--- src/logic/wtu_pkg.sv ---
// Shared constants and carrier types of the watchdog timer unit.
// Assumes one system clock; the slow oscillator arrives as a plain pin.
package wtu_pkg;

   // ----------------------------------------------------------------
   // Register map and layout
   // ----------------------------------------------------------------
   localparam int unsigned ADDR_W = 4;
   localparam int unsigned DATA_W = 8;
   localparam logic [ADDR_W-1:0] CTRL_IDX = 4'h0;
   localparam logic [ADDR_W-1:0] STAT_IDX = 4'h1;
   localparam int unsigned SWEN_POS = 0;
   localparam int unsigned PS_POS = 1;
   localparam int unsigned PS_W = 5;
   localparam int unsigned STAT_TO_POS = 0;
   localparam int unsigned STAT_PD_POS = 1;
   localparam int unsigned STAT_WR_POS = 2;
   localparam logic [DATA_W-1:0] CTRL_RST = 8'h16;
   localparam logic [PS_W-1:0] PS_DEFAULT = 5'h0B;
   localparam logic [PS_W-1:0] PS_MAX = 5'h12;

   // ----------------------------------------------------------------
   // Timing
   // ----------------------------------------------------------------
   localparam int unsigned SLOW_OSC_KHZ = 31;
   localparam int unsigned SYS_CLK_MHZ = 100;
   localparam logic [4:0] MIN_SHIFT = 5'h05;
   localparam int unsigned CNT_W = 23;
   localparam int unsigned TERM_W = CNT_W + 1;

   // ----------------------------------------------------------------
   // Modes and states
   // ----------------------------------------------------------------
   typedef enum logic [1:0] {
      MODE_OFF = 2'h0,
      MODE_SOFT = 2'h1,
      MODE_NO_SLEEP = 2'h2,
      MODE_ALWAYS = 2'h3
   } wtu_mode_t;

   typedef enum logic [2:0] {
      ST_AWAKE = 3'h1,
      ST_ASLEEP = 3'h2,
      ST_OST_HOLD = 3'h4
   } wtu_state_t;

   typedef struct packed {
      logic [ADDR_W-1:0] addr;
      logic [DATA_W-1:0] wdata;
      logic wr;
      logic rd;
   } wtu_bus_req_t;

endpackage

--- src/logic/wtu_top.sv ---
// Watchdog timer unit: control and status registers, slow-clock prescaler
// counter, sleep tracking, timeout reset and wake generation.
// Assumes sleep, clear, oscillator-fail and start-up inputs are synchronous.
//
// How it works
// Soft mode runs only while enable bit set
// Enable bit ignored in modes 00, 1x
// Sleep never changes activity in soft mode
// Counter held clear when mode off
// Five-bit period field sets timeout interval
// Period field resets to code 01011
// Code 0 is 1:32, each step doubles
// Reserved codes act as 1:32 minimum
// Clear on reset, instruction, sleep, faults, start-up
// Sleep entry clears; counting resumes if enabled
// Crystal wake holds clear through start-up timer
// Timeout in sleep wakes, never resets
// Timeout updates timeout, powerdown, reset flags
// Oscillator divider changes leave counter alone
// Time base is slow internal oscillator
// Control bits 7 and 6 read zero
// Mode 11 active always, sleep included
// Mode 10 active awake, off in sleep
// Awake expiry forces a device reset
// Timeout is single-cycle pulse on terminal count
// Field changes safe; cleared counter restarts zero
//
// Our own choices: the placing of the registers and the strobed register port.
`timescale 1ns/10ps
module wtu_top
   import wtu_pkg::*;
(
   input wire logic i_clk_sys,
   input wire logic i_rstn,
   input wire logic i_slow_osc,
   input wire logic [1:0] i_watchdog_mode_config,
   input wire logic i_watchdog_clear_instr,
   input wire logic i_sleep,
   input wire logic i_osc_fail,
   input wire logic i_osc_startup_timer,
   input wire logic i_crystal_clock,
   input wire wtu_bus_req_t i_bus,
   output logic [DATA_W-1:0] o_rdata,
   output logic o_watchdog_reset,
   output logic o_wake,
   output logic o_timeout_status_flag_n,
   output logic o_powerdown_flag_n,
   output logic o_watchdog_reset_flag_n,
   output logic o_active
);

   // ----------------------------------------------------------------
   // Slow oscillator tick
   // ----------------------------------------------------------------
   logic osc_sync;
   logic osc_prev_q;
   logic tick_w;

   // The slow oscillator is sampled, never used as a clock
   wtu_sync2 #(.WIDTH(1)) u_osc_sync (
      .i_clk_sys(i_clk_sys),
      .i_rstn(i_rstn),
      .i_async(i_slow_osc),
      .o_sync(osc_sync)
   );

   always_ff @(posedge i_clk_sys or negedge i_rstn) begin
      if (!i_rstn) begin
         osc_prev_q <= 1'b0;
      end else begin
         osc_prev_q <= osc_sync;
      end
   end

   assign tick_w = osc_sync & ~osc_prev_q;

   // ----------------------------------------------------------------
   // Register port
   // ----------------------------------------------------------------
   logic [DATA_W-1:0] ctrl_q;
   logic [DATA_W-1:0] ctrl_d;
   logic [DATA_W-1:0] rdata_q;
   logic [DATA_W-1:0] rdata_d;
   logic [DATA_W-1:0] stat_w;
   logic wr_ctrl_w;
   logic wr_stat_w;
   logic [PS_W-1:0] ps_w;
   logic swen_w;
   logic asleep_to_w;
   logic awake_to_w;

   assign wr_ctrl_w = i_bus.wr && (i_bus.addr == CTRL_IDX);
   assign wr_stat_w = i_bus.wr && (i_bus.addr == STAT_IDX);
   assign ps_w = ctrl_q[PS_POS +: PS_W];
   assign swen_w = ctrl_q[SWEN_POS];

   // Bits 7:6 are never stored, so they cannot read back as one
   assign ctrl_d = awake_to_w ? CTRL_RST :
                   wr_ctrl_w ? {2'h0, i_bus.wdata[5:0]} : ctrl_q;

   assign stat_w = {5'h00, ~o_watchdog_reset_flag_n, ~o_powerdown_flag_n,
                    ~o_timeout_status_flag_n};

   assign rdata_d = !i_bus.rd ? 8'h00 :
                    (i_bus.addr == CTRL_IDX) ? ctrl_q :
                    (i_bus.addr == STAT_IDX) ? stat_w : 8'h00;

   // Own-timeout reload stands in for the device reset it triggers
   always_ff @(posedge i_clk_sys or negedge i_rstn) begin
      if (!i_rstn) begin
         ctrl_q <= CTRL_RST;
         rdata_q <= 8'h00;
      end else begin
         ctrl_q <= ctrl_d;
         rdata_q <= rdata_d;
      end
   end

   // ----------------------------------------------------------------
   // Sleep tracking
   // ----------------------------------------------------------------
   wtu_state_t state_q;
   wtu_state_t state_d;
   logic sleep_enter_w;
   logic sleep_exit_w;

   assign sleep_enter_w = (state_q == ST_AWAKE) && i_sleep;
   assign sleep_exit_w = (state_q == ST_ASLEEP) && !i_sleep;

   always_comb begin
      state_d = state_q;
      unique case (state_q)
         ST_AWAKE: begin
            if (i_sleep) begin
               state_d = ST_ASLEEP;
            end
         end
         ST_ASLEEP: begin
            if (!i_sleep) begin
               state_d = i_crystal_clock ? ST_OST_HOLD : ST_AWAKE;
            end
         end
         ST_OST_HOLD: begin
            if (!i_osc_startup_timer) begin
               state_d = ST_AWAKE;
            end
         end
         default: begin
            state_d = ST_AWAKE;
         end
      endcase
   end

   always_ff @(posedge i_clk_sys or negedge i_rstn) begin
      if (!i_rstn) begin
         state_q <= ST_AWAKE;
      end else begin
         state_q <= state_d;
      end
   end

   // ----------------------------------------------------------------
   // Activity and clearing
   // ----------------------------------------------------------------
   logic active_w;
   logic clear_w;

   // Soft mode looks at the enable bit only; other modes ignore it
   assign active_w = (i_watchdog_mode_config == MODE_ALWAYS) ||
                     ((i_watchdog_mode_config == MODE_NO_SLEEP) && !i_sleep) ||
                     ((i_watchdog_mode_config == MODE_SOFT) && swen_w);

   assign clear_w = !active_w ||
                    i_watchdog_clear_instr || i_osc_fail ||
                    sleep_enter_w || sleep_exit_w ||
                    (state_q == ST_OST_HOLD) || i_osc_startup_timer;

   // ----------------------------------------------------------------
   // Prescaler counter
   // ----------------------------------------------------------------
   logic [CNT_W-1:0] cnt_q;
   logic [CNT_W-1:0] cnt_d;
   logic [4:0] shift_w;
   logic [TERM_W-1:0] term_m1_w;
   logic expire_w;

   // Reserved codes fold onto the shortest interval
   assign shift_w = (ps_w <= PS_MAX) ? 5'(ps_w + MIN_SHIFT) : MIN_SHIFT;
   assign term_m1_w = (24'h000001 << shift_w) - 24'h000001;

   // Greater-or-equal keeps a shortened period from wrapping past it
   assign expire_w = active_w && !clear_w && tick_w &&
                     ({1'b0, cnt_q} >= term_m1_w);

   // The counter only advances on slow ticks, so divider changes of the
   // system clock never touch it
   assign cnt_d = (clear_w || expire_w) ? '0 :
                  tick_w ? CNT_W'(cnt_q + 23'h000001) : cnt_q;

   always_ff @(posedge i_clk_sys or negedge i_rstn) begin
      if (!i_rstn) begin
         cnt_q <= '0;
      end else begin
         cnt_q <= cnt_d;
      end
   end

   // ----------------------------------------------------------------
   // Timeout outcome and flags
   // ----------------------------------------------------------------
   logic to_n_q;
   logic pd_n_q;
   logic wr_n_q;
   logic reset_q;
   logic wake_q;
   logic active_q;

   assign asleep_to_w = expire_w && i_sleep;
   assign awake_to_w = expire_w && !i_sleep;

   // Flag events win over clears in the same cycle
   always_ff @(posedge i_clk_sys or negedge i_rstn) begin
      if (!i_rstn) begin
         to_n_q <= 1'b1;
         pd_n_q <= 1'b1;
         wr_n_q <= 1'b1;
         reset_q <= 1'b0;
         wake_q <= 1'b0;
         active_q <= 1'b0;
      end else begin
         to_n_q <= expire_w ? 1'b0 :
                   (i_watchdog_clear_instr ||
                    (wr_stat_w && i_bus.wdata[STAT_TO_POS])) ? 1'b1 : to_n_q;
         pd_n_q <= asleep_to_w ? 1'b0 :
                   (i_watchdog_clear_instr ||
                    (wr_stat_w && i_bus.wdata[STAT_PD_POS])) ? 1'b1 : pd_n_q;
         wr_n_q <= awake_to_w ? 1'b0 :
                   (wr_stat_w && i_bus.wdata[STAT_WR_POS]) ? 1'b1 : wr_n_q;
         reset_q <= awake_to_w;
         wake_q <= asleep_to_w;
         active_q <= active_w;
      end
   end

   assign o_rdata = rdata_q;
   assign o_watchdog_reset = reset_q;
   assign o_wake = wake_q;
   assign o_timeout_status_flag_n = to_n_q;
   assign o_powerdown_flag_n = pd_n_q;
   assign o_watchdog_reset_flag_n = wr_n_q;
   assign o_active = active_q;
endmodule

--- src/logic/wtu_sync2.sv ---
// Two flip-flop synchroniser for levels arriving from outside the clock.
// Assumes the source is slow against the system clock.
`timescale 1ns/10ps
module wtu_sync2 #(
   parameter int unsigned WIDTH = 1
) (
   input wire logic i_clk_sys,
   input wire logic i_rstn,
   input wire logic [WIDTH-1:0] i_async,
   output logic [WIDTH-1:0] o_sync
);

   logic [WIDTH-1:0] meta_q;
   logic [WIDTH-1:0] sync_q;

   always_ff @(posedge i_clk_sys or negedge i_rstn) begin
      if (!i_rstn) begin
         meta_q <= '0;
         sync_q <= '0;
      end else begin
         meta_q <= i_async;
         sync_q <= meta_q;
      end
   end

   assign o_sync = sync_q;

endmodule

--- config.mk ---
export PLATFORM = sky130hd
export DESIGN_NAME = wtu_top
export DESIGN_NICKNAME = d
export VERILOG_FILES = /design/src/logic/wtu_pkg.sv /design/src/logic/wtu_top.sv /design/src/logic/wtu_sync2.sv
export SDC_FILE = /design/constraint.sdc
export NUM_CORES = 1
export LEC_CHECK = 0
export BUFFER_PORTS_ARGS = -buffer_cell sky130_fd_sc_hd__buf_4
export CAP_MARGIN = 20
export CELL_PAD_IN_SITES_DETAIL_PLACEMENT = 0
export CELL_PAD_IN_SITES_GLOBAL_PLACEMENT = 1
export CORE_MARGIN = 2
export CORE_UTILIZATION = 49
export CTS_CLUSTER_SIZE = 16
export DETAILED_ROUTE_END_ITERATION = 10
export GPL_ROUTABILITY_DRIVEN = 0
export PLACE_DENSITY = 0.89
export SETUP_SLACK_MARGIN = 0.2
export SYNTH_ARGS = -nofsm -noshare
export SYNTH_HDL_FRONTEND = slang
export SYNTH_SLANG_ARGS = --single-unit
--- constraint.sdc ---
create_clock -name i_clk_sys -period 8.6 [get_ports i_clk_sys]
set_clock_uncertainty 0.1 [all_clocks]
set_input_delay 0.86 -clock i_clk_sys [delete_from_list [all_inputs] [get_ports i_clk_sys]]
set_output_delay 0.86 -clock i_clk_sys [all_outputs]
set_load 0.02 [all_outputs]
# After elaboration in Yosys (flattened, before gate mapping)
# Cells that the tools add are included.
[classes] n_eq_ne=10 reduce_logical=35 addsub=3 magnitude_cmp=2 muxes=19 n_bitwise=5 shift=1
[op_table] cell="$mux W23" count=2
[op_table] cell="$mux W8" count=4
[op_table] cell="$ge A23 B24 Y1" count=1
[op_table] cell="$shl A1 B5 Y24 const A" count=1
[op_table] cell="$sub A24 B1 Y24 const B" count=1
[op_table] cell="$add A23 B1 Y23 const B" count=1
[op_table] cell="$mux W3" count=5
[op_table] cell="$logic_and A1 B1 Y1" count=14
[op_table] cell="$logic_or A1 B1 Y1" count=11
[op_table] cell="$reduce_bool A2 Y1" count=5
[op_table] cell="$pmux W3 S3" count=1
[op_table] cell="$mux W1" count=6
[op_table] cell="$ne A2 B2 Y1 const B" count=3
[op_table] cell="$add A5 B3 Y5 const B" count=1
[op_table] cell="$le A5 B5 Y1 const B" count=1
[op_table] cell="$mux W5" count=1
[op_table] cell="$eq A2 B2 Y1 const B" count=2
[op_table] cell="$eq A4 B1 Y1 const B" count=1
[op_table] cell="$logic_not A4 Y1" count=1
[op_table] cell="$not A1 Y1" count=4
[op_table] cell="$eq A3 B1 Y1 const B" count=1
[op_table] cell="$eq A3 B2 Y1 const B" count=1
[op_table] cell="$eq A3 B3 Y1 const B" count=1
[op_table] cell="$logic_not A1 Y1" count=3
[op_table] cell="3 further kinds" count=3
[word_totals] input_bits=24 regBits=51 elab_cells=88

# Longest topological paths before layout
# Gate-level depths: netlist of the first run.
[logic_depth] ltp_word=17 depth_mapped=23

# Hierarchy
# A second synthesis of the first run with hierarchy kept.
[unflattened] cells_unflattened=441 area_unflattened_um2=3751.1
[by_module_without_submodules] mod="wtu_top" cells_per_inst=439 seq_area_each_um2=1134.8 area_each_um2=3701.0 n_inst=1
[by_module_without_submodules] mod="wtu_sync2" cells_per_inst=2 seq_area_each_um2=50.0 area_each_um2=50.0 n_inst=1

# Least setup slack after synthesis of the first run
# OpenSTA, ideal clock, no wires.
[synth_path] kind="register to register" startpoint="register ctrl_q[2]" endpoint="register ctrl_q[1]" slack_ns=4.060 arrival_time_ns=4.330 t_required_ns=8.390 n_path_buf=2 setup_ns=0.110 stages_incl_launch_ff=24 cell_sequence="dfstp_2 ha_1 buf_4 nand2b_4 or3_4 a211o_1 nor2_1 nand2_1 ha_1 inv_1 a41oi_1 o21ai_0 nor3_1 and2_1 a211o_1 ha_1 a211oi_1 nor2_1 nor3_1 o211ai_1 o2111a_1 o31ai_4 buf_6 o221ai_1"
[synth_via] elab_chain_cells=8 elab_cells_between_ends=10 classes_between="2 x add/sub; 2 x order compare; 1 x shift; 2 x mux; 3 x reduce/logical"
[synth_rtl] element="from (decl)" line="wtu_top.sv:80" rtl="logic [DATA_W-1:0] ctrl_q;"
[synth_rtl] element="from (signal assigned)" line="wtu_top.sv:114" rtl="ctrl_q <= ctrl_d;"
[synth_rtl] element="$add A5 B3 Y5 / $le A5 B5 Y1 (equally long branches)" line="wtu_top.sv:188" rtl="assign shift_w = (ps_w <= PS_MAX) ? 5'(ps_w + MIN_SHIFT) : MIN_SHIFT;"
[synth_rtl] element="$mux W5 (*)" line="wtu_top.sv:188"
[synth_rtl] element="$shl A1 B5 Y24 (*)" line="wtu_top.sv:189" rtl="assign term_m1_w = (24'h000001 << shift_w) - 24'h000001;"
[synth_rtl] element="$sub A24 B1 Y24 (*)" line="wtu_top.sv:189"
[synth_rtl] element="$ge A23 B24 Y1 (*)" line="wtu_top.sv:193" rtl="({1'b0, cnt_q} >= term_m1_w);"
[synth_rtl] element="$logic_and A1 B1 Y1 (*)" line="wtu_top.sv:192" rtl="assign expire_w = active_w && !clear_w && tick_w &&"
[synth_rtl] element="$logic_and A1 B1 Y1 (*)" line="wtu_top.sv:219" rtl="assign awake_to_w = expire_w && !i_sleep;"
[synth_rtl] element="$mux W8 / $reduce_bool A2 Y1 (equally long branches)"
# Every way passes the cells marked *; elsewhere a longest branch is shown, timed or not.
# A chain may end at the register's enable or synchronous reset.

# Worst setup path after layout of the first run
[layout_path] startpoint="register ctrl_q[1]" endpoint="register cnt_q[0]"
[layout_via] elab_chain_cells=8 elab_cells_between_ends=10 classes_between="2 x add/sub; 2 x order compare; 1 x shift; 2 x mux; 3 x reduce/logical"
[layout_rtl] element="$add A5 B3 Y5 / $le A5 B5 Y1 (equally long branches)" line="wtu_top.sv:188"
[layout_rtl] element="$mux W5 (*)" line="wtu_top.sv:188"
[layout_rtl] element="$shl A1 B5 Y24 (*)" line="wtu_top.sv:189"
[layout_rtl] element="$sub A24 B1 Y24 (*)" line="wtu_top.sv:189"
[layout_rtl] element="$ge A23 B24 Y1 (*)" line="wtu_top.sv:193"
[layout_rtl] element="$logic_and A1 B1 Y1 (*)" line="wtu_top.sv:192"
[layout_rtl] element="$logic_or A1 B1 Y1 (*)" line="wtu_top.sv:197" rtl="assign cnt_d = (clear_w || expire_w) ? '0 :"
[layout_rtl] element="$mux W23 / $reduce_bool A2 Y1 (equally long branches)"
[layout_rtl] element="to (signal assigned)" line="wtu_top.sv:204" rtl="cnt_q <= cnt_d;"
[layout_rtl] element="to (decl)" line="wtu_top.sv:181" rtl="logic [CNT_W-1:0] cnt_q;"
# Marks and branches as above.

==> results of run 1 <==
-- per-layer routing --
layer	track usage (%)	wire length [um]	up-vias
met5	0	0	-
met4	6.377	91	0
met3	3.509	300	9
met2	32.59	3739	65
met1	31.41	3860	1416
li1	-	-	1478
-- worst paths after layout --
check                                        from          to  slack (ns)  cells past startpoint
worst max-delay path                    ctrl_q[1]    cnt_q[0]        2.99                     22
worst min-delay path            u_osc_sync.o_sync  osc_prev_q        0.27                      0
worst max register to register          ctrl_q[1]    cnt_q[0]        2.99                     22
worst min register to register  u_osc_sync.o_sync  osc_prev_q        0.27                      0
max in group asynchronous                  i_rstn   cnt_q[12]        7.53                      1
min in group asynchronous                  i_rstn  o_rdata[5]        0.44                      1
-- kinds of logic (layout without fill, tap and decap cells) --
group | after synthesis | count (layout)
simple gates | 163 | 163
mux | 10 | 10
compound gates | 86 | 86
fa+ha+maj | 27 | 27
xor+xnor | 29 | 29
buf+inv | 29 | 50
flops | 47 | 47
other cells | 1 | 2
-- layout by cell type (no fill, tap or decap), types with 3 or more instances in the layout --
master | netlist | layout
nand2b_1 | 9 | 9
a21o_1 | 5 | 5
and3_1 | 27 | 27
ha_1 | 27 | 27
nand2_1 | 32 | 32
a211o_1 | 5 | 5
o31a_1 | 3 | 3
xor2_1 | 4 | 4
o21ai_1 | 3 | 3
inv_1 | 7 | 7
mux2i_1 | 8 | 8
nand3_1 | 12 | 12
nor2_1 | 31 | 31
and4_1 | 4 | 4
a31oi_1 | 3 | 3
o21a_1 | 7 | 7
buf_4 | 5 | 34
nor3_1 | 11 | 11
a21oi_1 | 22 | 22
nor4_1 | 5 | 5
clkbuf_8 | 0 | 5
and2_1 | 6 | 6
a211oi_1 | 9 | 9
dfstp_2 | 7 | 7
nand4_1 | 9 | 9
xnor2_1 | 25 | 25
o21ai_0 | 8 | 8
dfrtp_1 | 40 | 40
-- final cells by class --
type,instances,share of cell area [%]
inverters,8,0.7648
clock inverters,3,1.211
repair buffers,34,6.501
clock buffers,5,1.753
flip-flops and latches,47,30.18
multi-input cells,317,56.44
well taps,99,3.155
-- power by group --
part / leakage [nW] / internal [mW] / switching, mW / total, mW
sequential: 0.617 / 0.240 / 0.0310 / 0.271
clock: 0.0587 / 0.0882 / 0.0793 / 0.167
combinational: 1.19 / 0.201 / 0.293 / 0.493
-- worst reg2reg max path: stages, from the launching register on --
cell      delay (ns)
dfstp_2         0.72
inv_1           0.21
ha_1            0.28
nor2b_4         0.17
or3_4           0.16
a211o_1         0.24
nor2_1          0.10
nand2_1         0.11
ha_1            0.29
inv_1           0.07
a41oi_1         0.25
o21ai_0         0.16
nor3_1          0.40
nand3_1         0.29
o21a_1          0.21
ha_1            0.28
o21ai_0         0.16
nor2_1          0.06
nor3_1          0.25
o211ai_1        0.13
o2111a_1        0.33
o31ai_4         0.25
and3_1          0.31
-- state kept, by name, summed over array words and instances (netlist names) --
register                 flops
u_osc_sync.o_sync            1
ctrl_q                       6
o_watchdog_reset             1
o_watchdog_reset_flag_n      1
osc_prev_q                   1
u_osc_sync.meta_q            1
o_active                     1
o_wake                       1
cnt_q                       23
o_rdata                      6
state_q                      3
o_powerdown_flag_n           1
o_timeout_status_flag_n      1
==> out/summary.txt, run 1 <==
# rows - 31
warnings from Yosys - 0
Syn Std Cell Area - 0.003550 mm^2
fin crit period - 5.610 ns
Max-Cap Viols - 0
initial antenna violation count - 0
Tot Pwr - 0.9321 mW
Initial DRC Count - 195
area delta synth->final - 10.61%
Compound-Gate Fraction of Synth Area - 17.69%
Crit path required time - 8.73 ns
power density over cell area - 237.4 mW/mm^2
filler instances - 687
Final ANT Viol Nets - 0
Synth top cells by count - dfrtp_1 (40), nand2_1 (32), nor2_1 (31)
CTS tree - yes
final setup vio count - 0
post-DP HPWL - 5905 um
DR WL/cell - 15.58 um
Synth Area in XOR/XNOR - 7.155%
Non-Filler Instances - 513
Root Driver - clkbuf_8
Nets - 464
core area - 0.007137 mm^2
GRT Residual Overflow - 0
Rel. slew slack - 30.31%
DP Cell Count - 505
pre-CTS setup slack - 3.134 ns
Buf+Inv Stages, Crit Path - 2
vias in the first global route - 2780
Mapped Cells - 392
Post-CTS Setup Inserts - 0
RSZ-0062 raised after global routing - false
number of port buffers - 33
CP top delay family - simple AND/OR/NAND/NOR gates
Vias - 2968
Crit path top cell by count - ha_1
status - finished, final reports clean
register bit total from synthesis - 47
initial core utilization - 49.74%
period utilization - 65.23%
Synth async-reset ratio - 100.0%
Reg area - 0.001185 mm^2
critical path launch point type - flip-flop
clock latency on the worst-skew pair - 0.30 ns
Die ar. - 0.007941 mm^2
CTS HTree Levels - 2
Max stage delay on crit path - 0.72 ns
multi-input logic area - 0.002216 mm^2
most frequent cell after synthesis - dfrtp_1
DRC Markers - 0
Hold Crit Class - flip-flop to flip-flop
largest family of logic cells by synthesized area - simple AND/OR/NAND/NOR gates
diode count - 0
Crit Path Class - flip-flop to flip-flop
Lkg Pwr - 1.863 nW
simple-gate share of the synthesized area - 24.96%
Synth Area in Adders - 9.517%
post-route worst setup slack - 2.990 ns
sequential-to-total area share from yosys stat - 33.38%
Longest Clk Path Bufs - 2
final hold vios - 0
worst vdd ir - 0.1064 mV
GRT Util Overall - 21.42%
hold slack - 0.2748 ns
total wire length - 7991 um
CP Max Fanout - 26
unique cell type count in the Yosys netlist - 61
worst slew pin tran - 1.038 ns
global-route wire length before repair - 13520 um
Layout Utilization - 55.01%
crit path DAT - 5.74 ns
layout cells sized above 1 - 15.70%
DRT Pass-1 Iters - 4
top post-synthesis cells by area - dfrtp_1 (28%), ha_1 (9.5%), xnor2_1 (6.2%), dfstp_2 (5.2%), and3_1 (4.8%)
Yosys top cell by area - dfrtp_1
Max Slew Vio Count - 0
Area after DPL - 0.003810 mm^2
die width - 89.11 um
Inserted Clock Buffers - 5
DIE HEIGHT - 89.11 um
Sink Count - 47
finished layout cell area - 0.003926 mm^2
Synth Flop Type - dfrtp_1
Fmax - 0.1783 GHz
synthesized area per cell - 9.055 um^2
number of flops mapped to enable cells by yosys - 0
I/O pins - 38
area share of the leading cell type in the synthesized netlist - 28.20%
Cell Chain, Critical Path - inv_1 > ha_1 > nor2b_4 > or3_4 > a211o_1 > nor2_1 > nand2_1 > ha_1 > inv_1 > a41oi_1 > o21ai_0 > nor3_1 > nand3_1 > o21a_1 > ha_1 > o21ai_0 > nor2_1 > nor3_1 > o211ai_1 > o2111a_1 > o31ai_4 > and3_1
pin count of the biggest net entering global routing - 48
hold buffers post-CTS - 0
CTS-repair resized insts - 0
Via density - 5.786
Setup crit end kind - flip-flop
CP max stage cell - dfstp_2
TNS Setup - 0 ns
mux cell area share after synthesis - 2.890%
Clock transition at path regs - 0.09 ns
(Power assumes the default switching activity.)
==> run 2: changes to the inputs <==
Settings changed: CORE_UTILIZATION 49 to 46, PLACE_DENSITY 0.89 to 0.84.
Clock period 8.6 ns to 5.4 ns, I/O delays scaled along.
==> run 2 against run 1 <==
Net effect: first-iteration DRC count fell by 6.7%; cell area rose by 3.9%; flip-flop and latch count did not move; non-clock buffer count rose by 14; die area rose by 6.2%; utilization fell by 1.4 points; critical path type unchanged; register-to-register slack got worse by 2.5 ns; critical path depth rose by 1.
==> out/summary.txt, run 2 (synthesis gave the netlist of run 1 again) <==
pin count of the biggest net entering global routing - 48 (unchanged)
Fmax - 0.2042 GHz (was 0.1783 GHz)
Die ar. - 0.008436 mm^2 (was 0.007941 mm^2)
power density over cell area - 381.1 mW/mm^2 (was 237.4 mW/mm^2)
Root Driver - clkbuf_8 (unchanged)
worst vdd ir - 0.2060 mV (was 0.1064 mV)
Lkg Pwr - 1.925 nW (was 1.863 nW)
Crit Path Class - flip-flop to flip-flop (unchanged)
diode count - 0 (unchanged)
status - finished, final reports clean (unchanged)
commonest non-fill, non-tap cell in the layout - buf_4 (was dfrtp_1)
DIE HEIGHT - 91.85 um (was 89.11 um)
most frequent cells in the layout - buf_4 (48), dfrtp_1 (40), nand2_1 (32) (was dfrtp_1 (40), buf_4 (34), nand2_1 (32))
Initial DRC Count - 182 (was 195)
I/O pins - 38 (unchanged)
Setup crit end kind - flip-flop (unchanged)
multi-input logic area - 0.002262 mm^2 (was 0.002216 mm^2)
hold buffers post-CTS - 0 (unchanged)
filler instances - 734 (was 687)
Via density - 5.712 (was 5.786)
post-route worst setup slack - 0.5030 ns (was 2.990 ns)
TNS Setup - 0 ns (unchanged)
Nets - 479 (was 464)
final hold vios - 0 (unchanged)
clock latency on the worst-skew pair - 0.31 ns (was 0.30 ns)
Cell Chain, Critical Path - ha_1 > nand2b_4 > or3_4 > a211o_1 > nor2_1 > nand2_1 > ha_1 > inv_1 > a41oi_2 > o21ai_0 > nor3_1 > buf_4 > and2_1 > xnor2_1 > ha_1 > a21oi_1 > nand2_1 > a221oi_1 > o211ai_1 > o2111a_2 > o31a_1 > buf_4 > a21oi_1 (was inv_1 > ha_1 > nor2b_4 > or3_4 > a211o_1 > nor2_1 > nand2_1 > ha_1 > inv_1 > a41oi_1 > o21ai_0 > nor3_1 > nand3_1 > o21a_1 > ha_1 > o21ai_0 > nor2_1 > nor3_1 > o211ai_1 > o2111a_1 > o31ai_4 > and3_1)
Vias - 3033 (was 2968)
worst slew pin tran - 0.6813 ns (was 1.038 ns)
CP Max Fanout - 8 (was 26)
CP top delay family - compound AO/OA/AOI/OAI gates (was simple AND/OR/NAND/NOR gates)
Crit path top cell by count - ha_1 (unchanged)
area delta synth->final - 14.95% (was 10.61%)
DRC Markers - 0 (unchanged)
Reg area - 0.001185 mm^2 (unchanged)
post-DP HPWL - 6121 um (was 5905 um)
GRT Residual Overflow - 0 (unchanged)
layout cells sized above 1 - 19.81% (was 15.70%)
Hold Crit Class - primary input to async pin (was flip-flop to flip-flop)
Rel. slew slack - 54.41% (was 30.31%)
number of port buffers - 33 (unchanged)
Max Slew Vio Count - 0 (unchanged)
Top reg by flops - cnt_q (unchanged)
DRT Pass-1 Iters - 4 (unchanged)
DR WL/cell - 15.96 um (was 15.58 um)
Buf+Inv Stages, Crit Path - 3 (was 2)
total wire length - 8473 um (was 7991 um)
critical path launch point type - flip-flop (unchanged)
Longest Clk Path Bufs - 2 (unchanged)
pre-CTS setup slack - 0.3427 ns (was 3.134 ns)
core area - 0.007607 mm^2 (was 0.007137 mm^2)
initial antenna violation count - 0 (unchanged)
CP max stage cell - dfstp_2 (unchanged)
CTS tree - yes (unchanged)
vias in the first global route - 2871 (was 2780)
Max stage delay on crit path - 0.63 ns (was 0.72 ns)
Crit path required time - 5.53 ns (was 8.73 ns)
fin crit period - 4.897 ns (was 5.610 ns)
CTS HTree Levels - 2 (unchanged)
Max-Cap Viols - 0 (unchanged)
final setup vio count - 0 (unchanged)
Final ANT Viol Nets - 0 (unchanged)
period utilization - 90.68% (was 65.23%)
RSZ-0062 raised after global routing - false (unchanged)
die width - 91.85 um (was 89.11 um)
GRT Util Overall - 20.46% (was 21.42%)
Inserted Clock Buffers - 5 (unchanged)
global-route wire length before repair - 14100 um (was 13520 um)
initial core utilization - 46.66% (was 49.74%)
crit path DAT - 5.03 ns (was 5.74 ns)
number of flip-flops in the largest register - 23 (unchanged)
Clock transition at path regs - 0.09 ns (about the same)
Sink Count - 47 (unchanged)
# rows - 32 (was 31)
-- run 2: cell type report --
class / count / share of cell area, %
Multi-Input combinational cell: 318 / 55.44
Sequential cell: 47 / 29.04
Clock inverter: 3 / 1.135
Tap cell: 102 / 3.128
Inverter: 8 / 0.7360
Clock buffer: 5 / 1.687
Timing Repair Buffer: 48 / 8.832
-- run 2: stage by stage --
stage / power (mW) / area, um^2 / util (%) / instances / hold slack (ns)
2_1_floorplan: 1.056 / 3553 / - / 393 / 0.1444
3_3_place_gp: 1.234 / 3889 / 51.12 / 518 / 0.2604
3_5_place_dp: 1.246 / 3889 / 51.12 / 518 / 0.2548
4_1_cts: 1.524 / 4004 / 52.63 / 526 / 0.1498
5_1_grt: 1.681 / 4080 / 53.63 / 531 / 0.1767
6_report: 1.555 / 4080 / 53.63 / 531 / 0.1292
-- run 2: what timing repair did --
| action | in CTS | in global routing |
|---|---|---|
| setup buffers | 0 | 4 |
| resized for setup | 0 | 6 |
| endpoints found under the setup margin | 0 | 32 |
-- run 2: final timing paths --
kind / from / end / slack (ns) / cells past startpoint
hold reg to reg: u_osc_sync.o_sync / osc_prev_q / 0.28 / 0
min in group i_clk_sys: i_slow_osc / u_osc_sync.meta_q / 0.23 / 1
max in group asynchronous: i_rstn / o_rdata[0] / 4.67 / 1
setup reg to reg: ctrl_q[2] / ctrl_q[3] / 0.50 / 23
setup / recovery: ctrl_q[2] / ctrl_q[3] / 0.50 / 23
hold / removal: i_rstn / cnt_q[13] / 0.13 / 1
-- run 2: where the power goes --
group	internal, mW	switching (mW)	leakage (nW)
Clock	0.140	0.130	0.0548
Sequential	0.382	0.0448	0.617
Combinational	0.362	0.496	1.25
-- run 2: layer usage --
| layer | global-route usage [%] | up-vias | wire (um) |
|---|---|---|---|
| li1 | - | 1503 | - |
| met1 | 29.91 | 1466 | 4098 |
| met2 | 32.17 | 60 | 3974 |
| met3 | 2.629 | 4 | 345 |
| met4 | 5.224 | 0 | 55 |
| met5 | 0 | - | 0 |
==> run 3: changes to the inputs <==
Settings changed: BUFFER_PORTS_ARGS -buffer_cell sky130_fd_sc_hd__buf_4 to -buffer_cell sky130_fd_sc_hd__buf_2, GPL_TIMING_DRIVEN set to 1.
==> run 3 against run 2 <==
Net effect: highest routed layer unchanged; utilization decreased by 0.69 points; global-route usage is 0.58 points lower; combinational power rose by 2%; setup slack improved by 0.058 ns; via count is 1.6% higher; clock-buffer cell count stayed put; critical path type unchanged; non-clock buffer count decreased by 1; wire length is 0.32% lower; sequential power about the same.
==> out/summary.txt, run 3 (synthesis gave the netlist of run 1 again) <==
Die ar. - 0.008436 mm^2 (unchanged)
most frequent cells in the layout - dfrtp_1 (40), buf_2 (33), nand2_1 (32) (was buf_4 (48), dfrtp_1 (40), nand2_1 (32))
final setup vio count - 0 (unchanged)
diode count - 0 (unchanged)
final hold vios - 0 (unchanged)
Top reg by flops - cnt_q (unchanged)
number of port buffers - 33 (unchanged)
GRT Residual Overflow - 0 (unchanged)
critical path launch point type - flip-flop (unchanged)
Crit Path Class - flip-flop to flip-flop (unchanged)
DRT Pass-1 Iters - 5 (was 4)
Vias - 3081 (was 3033)
fin crit period - 4.839 ns (was 4.897 ns)
Rel. slew slack - 49.07% (was 54.41%)
status - finished, final reports clean (unchanged)
clock latency on the worst-skew pair - 0.30 ns (was 0.31 ns)
Max stage delay on crit path - 0.60 ns (was 0.63 ns)
CTS tree - yes (unchanged)
Clock transition at path regs - 0.10 ns (was 0.09 ns)
commonest non-fill, non-tap cell in the layout - dfrtp_1 (was buf_4)
core area - 0.007607 mm^2 (unchanged)
Setup crit end kind - flip-flop (unchanged)
layout cells sized above 1 - 20.75% (was 19.81%)
Tot Pwr - 1.571 mW (was 1.555 mW)
Non-Filler Instances - 531 (unchanged)
hold slack - 0.01924 ns (was 0.1292 ns)
GRT Util Overall - 19.88% (was 20.46%)
Crit path required time - 5.49 ns (was 5.53 ns)
pin count of the biggest net entering global routing - 48 (unchanged)
CP top delay family - compound AO/OA/AOI/OAI gates (unchanged)
area delta synth->final - 13.46% (was 14.95%)
initial antenna violation count - 0 (unchanged)
I/O pins - 38 (unchanged)
worst slew pin tran - 0.7639 ns (was 0.6813 ns)
global-route wire length before repair - 13720 um (was 14100 um)
Nets - 479 (unchanged)
Max-Cap Viols - 0 (unchanged)
Max Slew Vio Count - 0 (unchanged)
DP Cell Count - 518 (unchanged)
CTS HTree Levels - 2 (unchanged)
multi-input logic area - 0.002287 mm^2 (was 0.002262 mm^2)
Lkg Pwr - 1.900 nW (was 1.925 nW)
Hold Crit Class - primary input to async pin (unchanged)
Cell Chain, Critical Path - ha_2 > nand2b_4 > or3_4 > a211o_1 > nor2_2 > nand2_1 > ha_1 > inv_1 > a41oi_2 > o21ai_2 > nor3_1 > buf_4 > and2_1 > xnor2_1 > ha_1 > nand4_1 > nor2_2 > o2111ai_1 > a21oi_1 > o2111a_2 > o31a_1 > a21oi_1 (was ha_1 > nand2b_4 > or3_4 > a211o_1 > nor2_1 > nand2_1 > ha_1 > inv_1 > a41oi_2 > o21ai_0 > nor3_1 > buf_4 > and2_1 > xnor2_1 > ha_1 > a21oi_1 > nand2_1 > a221oi_1 > o211ai_1 > o2111a_2 > o31a_1 > buf_4 > a21oi_1)
total wire length - 8446 um (was 8473 um)
Via density - 5.802 (was 5.712)
die width - 91.85 um (unchanged)
Initial DRC Count - 293 (was 182)
Sink Count - 47 (unchanged)
DIE HEIGHT - 91.85 um (unchanged)
Final ANT Viol Nets - 0 (unchanged)
Buf+Inv Stages, Crit Path - 2 (was 3)
RSZ-0062 raised after global routing - false (unchanged)
Reg area - 0.001185 mm^2 (unchanged)
crit path DAT - 4.93 ns (was 5.03 ns)
Longest Clk Path Bufs - 2 (unchanged)
Inserted Clock Buffers - 5 (unchanged)
TNS Setup - 0 ns (unchanged)
number of flip-flops in the largest register - 23 (unchanged)
initial core utilization - 46.66% (unchanged)
period utilization - 89.61% (was 90.68%)
Fmax - 0.2067 GHz (was 0.2042 GHz)
DRC Markers - 0 (unchanged)
CP max stage cell - dfstp_2 (unchanged)
post-DP HPWL - 6014 um (was 6121 um)
hold buffers post-CTS - 0 (unchanged)
vias in the first global route - 2830 (was 2871)
Root Driver - clkbuf_8 (unchanged)
filler instances - 723 (was 734)
DR WL/cell - 15.91 um (was 15.96 um)
worst vdd ir - 0.1819 mV (was 0.2060 mV)
power density over cell area - 390.1 mW/mm^2 (was 381.1 mW/mm^2)
CP Max Fanout - 7 (was 8)
# rows - 32 (unchanged)
==> run 3: changes by cell type in the layout (fill, tap and decap cells not counted), sizes merged <==
cell / previous run / this run
o31ai: 3 / 4
buf: 48 / 47
==> run 3: where the power goes <==
part	leakage [nW]	total [mW]	internal [mW]	switching (mW)
clock	0.0548	0.270	0.140	0.130
sequential	0.617	0.425	0.382	0.0424
combinational	1.23	0.876	0.364	0.513
total	1.90	1.57	0.886	0.685
==> run 3: final timing paths <==
check / slack (ns) / endpoint / start / depth (start not counted)
worst max-delay path: 0.56 / ctrl_q[0] / ctrl_q[2] / 22
worst min-delay path: 0.02 / cnt_q[3] / i_rstn / 1
worst max register to register: 0.56 / ctrl_q[0] / ctrl_q[2] / 22
worst min register to register: 0.27 / u_osc_sync.o_sync / u_osc_sync.meta_q / 0
max in group asynchronous: 4.61 / ctrl_q[4] / i_rstn / 2
min in group i_clk_sys: 0.23 / u_osc_sync.meta_q / i_slow_osc / 1
==> run 3: cell type report <==
type	instances	share of cell area, %
multi-input combinational	319	56.79
clock buffer	5	1.709
sequential	47	29.42
timing repair buffer	47	7.021
tap	102	3.169
inverter	8	0.7456
clock inverter	3	1.149
==> run 3: worst register-to-register path, stage by stage (launching register included) <==
cell,delay [ns]
dfstp_2,0.60
ha_2,0.24
nand2b_4,0.06
or3_4,0.38
a211o_1,0.35
nor2_2,0.14
nand2_1,0.07
ha_1,0.21
inv_1,0.07
a41oi_2,0.05
o21ai_2,0.10
nor3_1,0.07
buf_4,0.16
and2_1,0.18
xnor2_1,0.16
ha_1,0.33
nand4_1,0.16
nor2_2,0.16
o2111ai_1,0.12
a21oi_1,0.16
o2111a_2,0.37
o31a_1,0.34
a21oi_1,0.13
==> run 3: stage by stage <==
step           area, um^2  util [%]  setup WS [ns]
6_report             4028     52.94         0.5612
5_1_grt              4028     52.94         0.2240
4_1_cts              3921     51.55         0.3900
3_5_place_dp         3806     50.03         0.4301
3_3_place_gp         3806     50.03         0.4208
2_1_floorplan        3553         -         0.8595
==> run 3: repair_timing <==
item                       CTS  global route
gates resized for setup      0            11
setup buffers                0             2
setup endpoints to repair    0            33
==> run 3: metal layers <==
metal / global-route usage [%] / part of all wire [%]
met5: 0 / 0
met4: 4.726 / 1.6
met3: 2.465 / 2.9
met2: 31.13 / 45
met1: 29.39 / 50
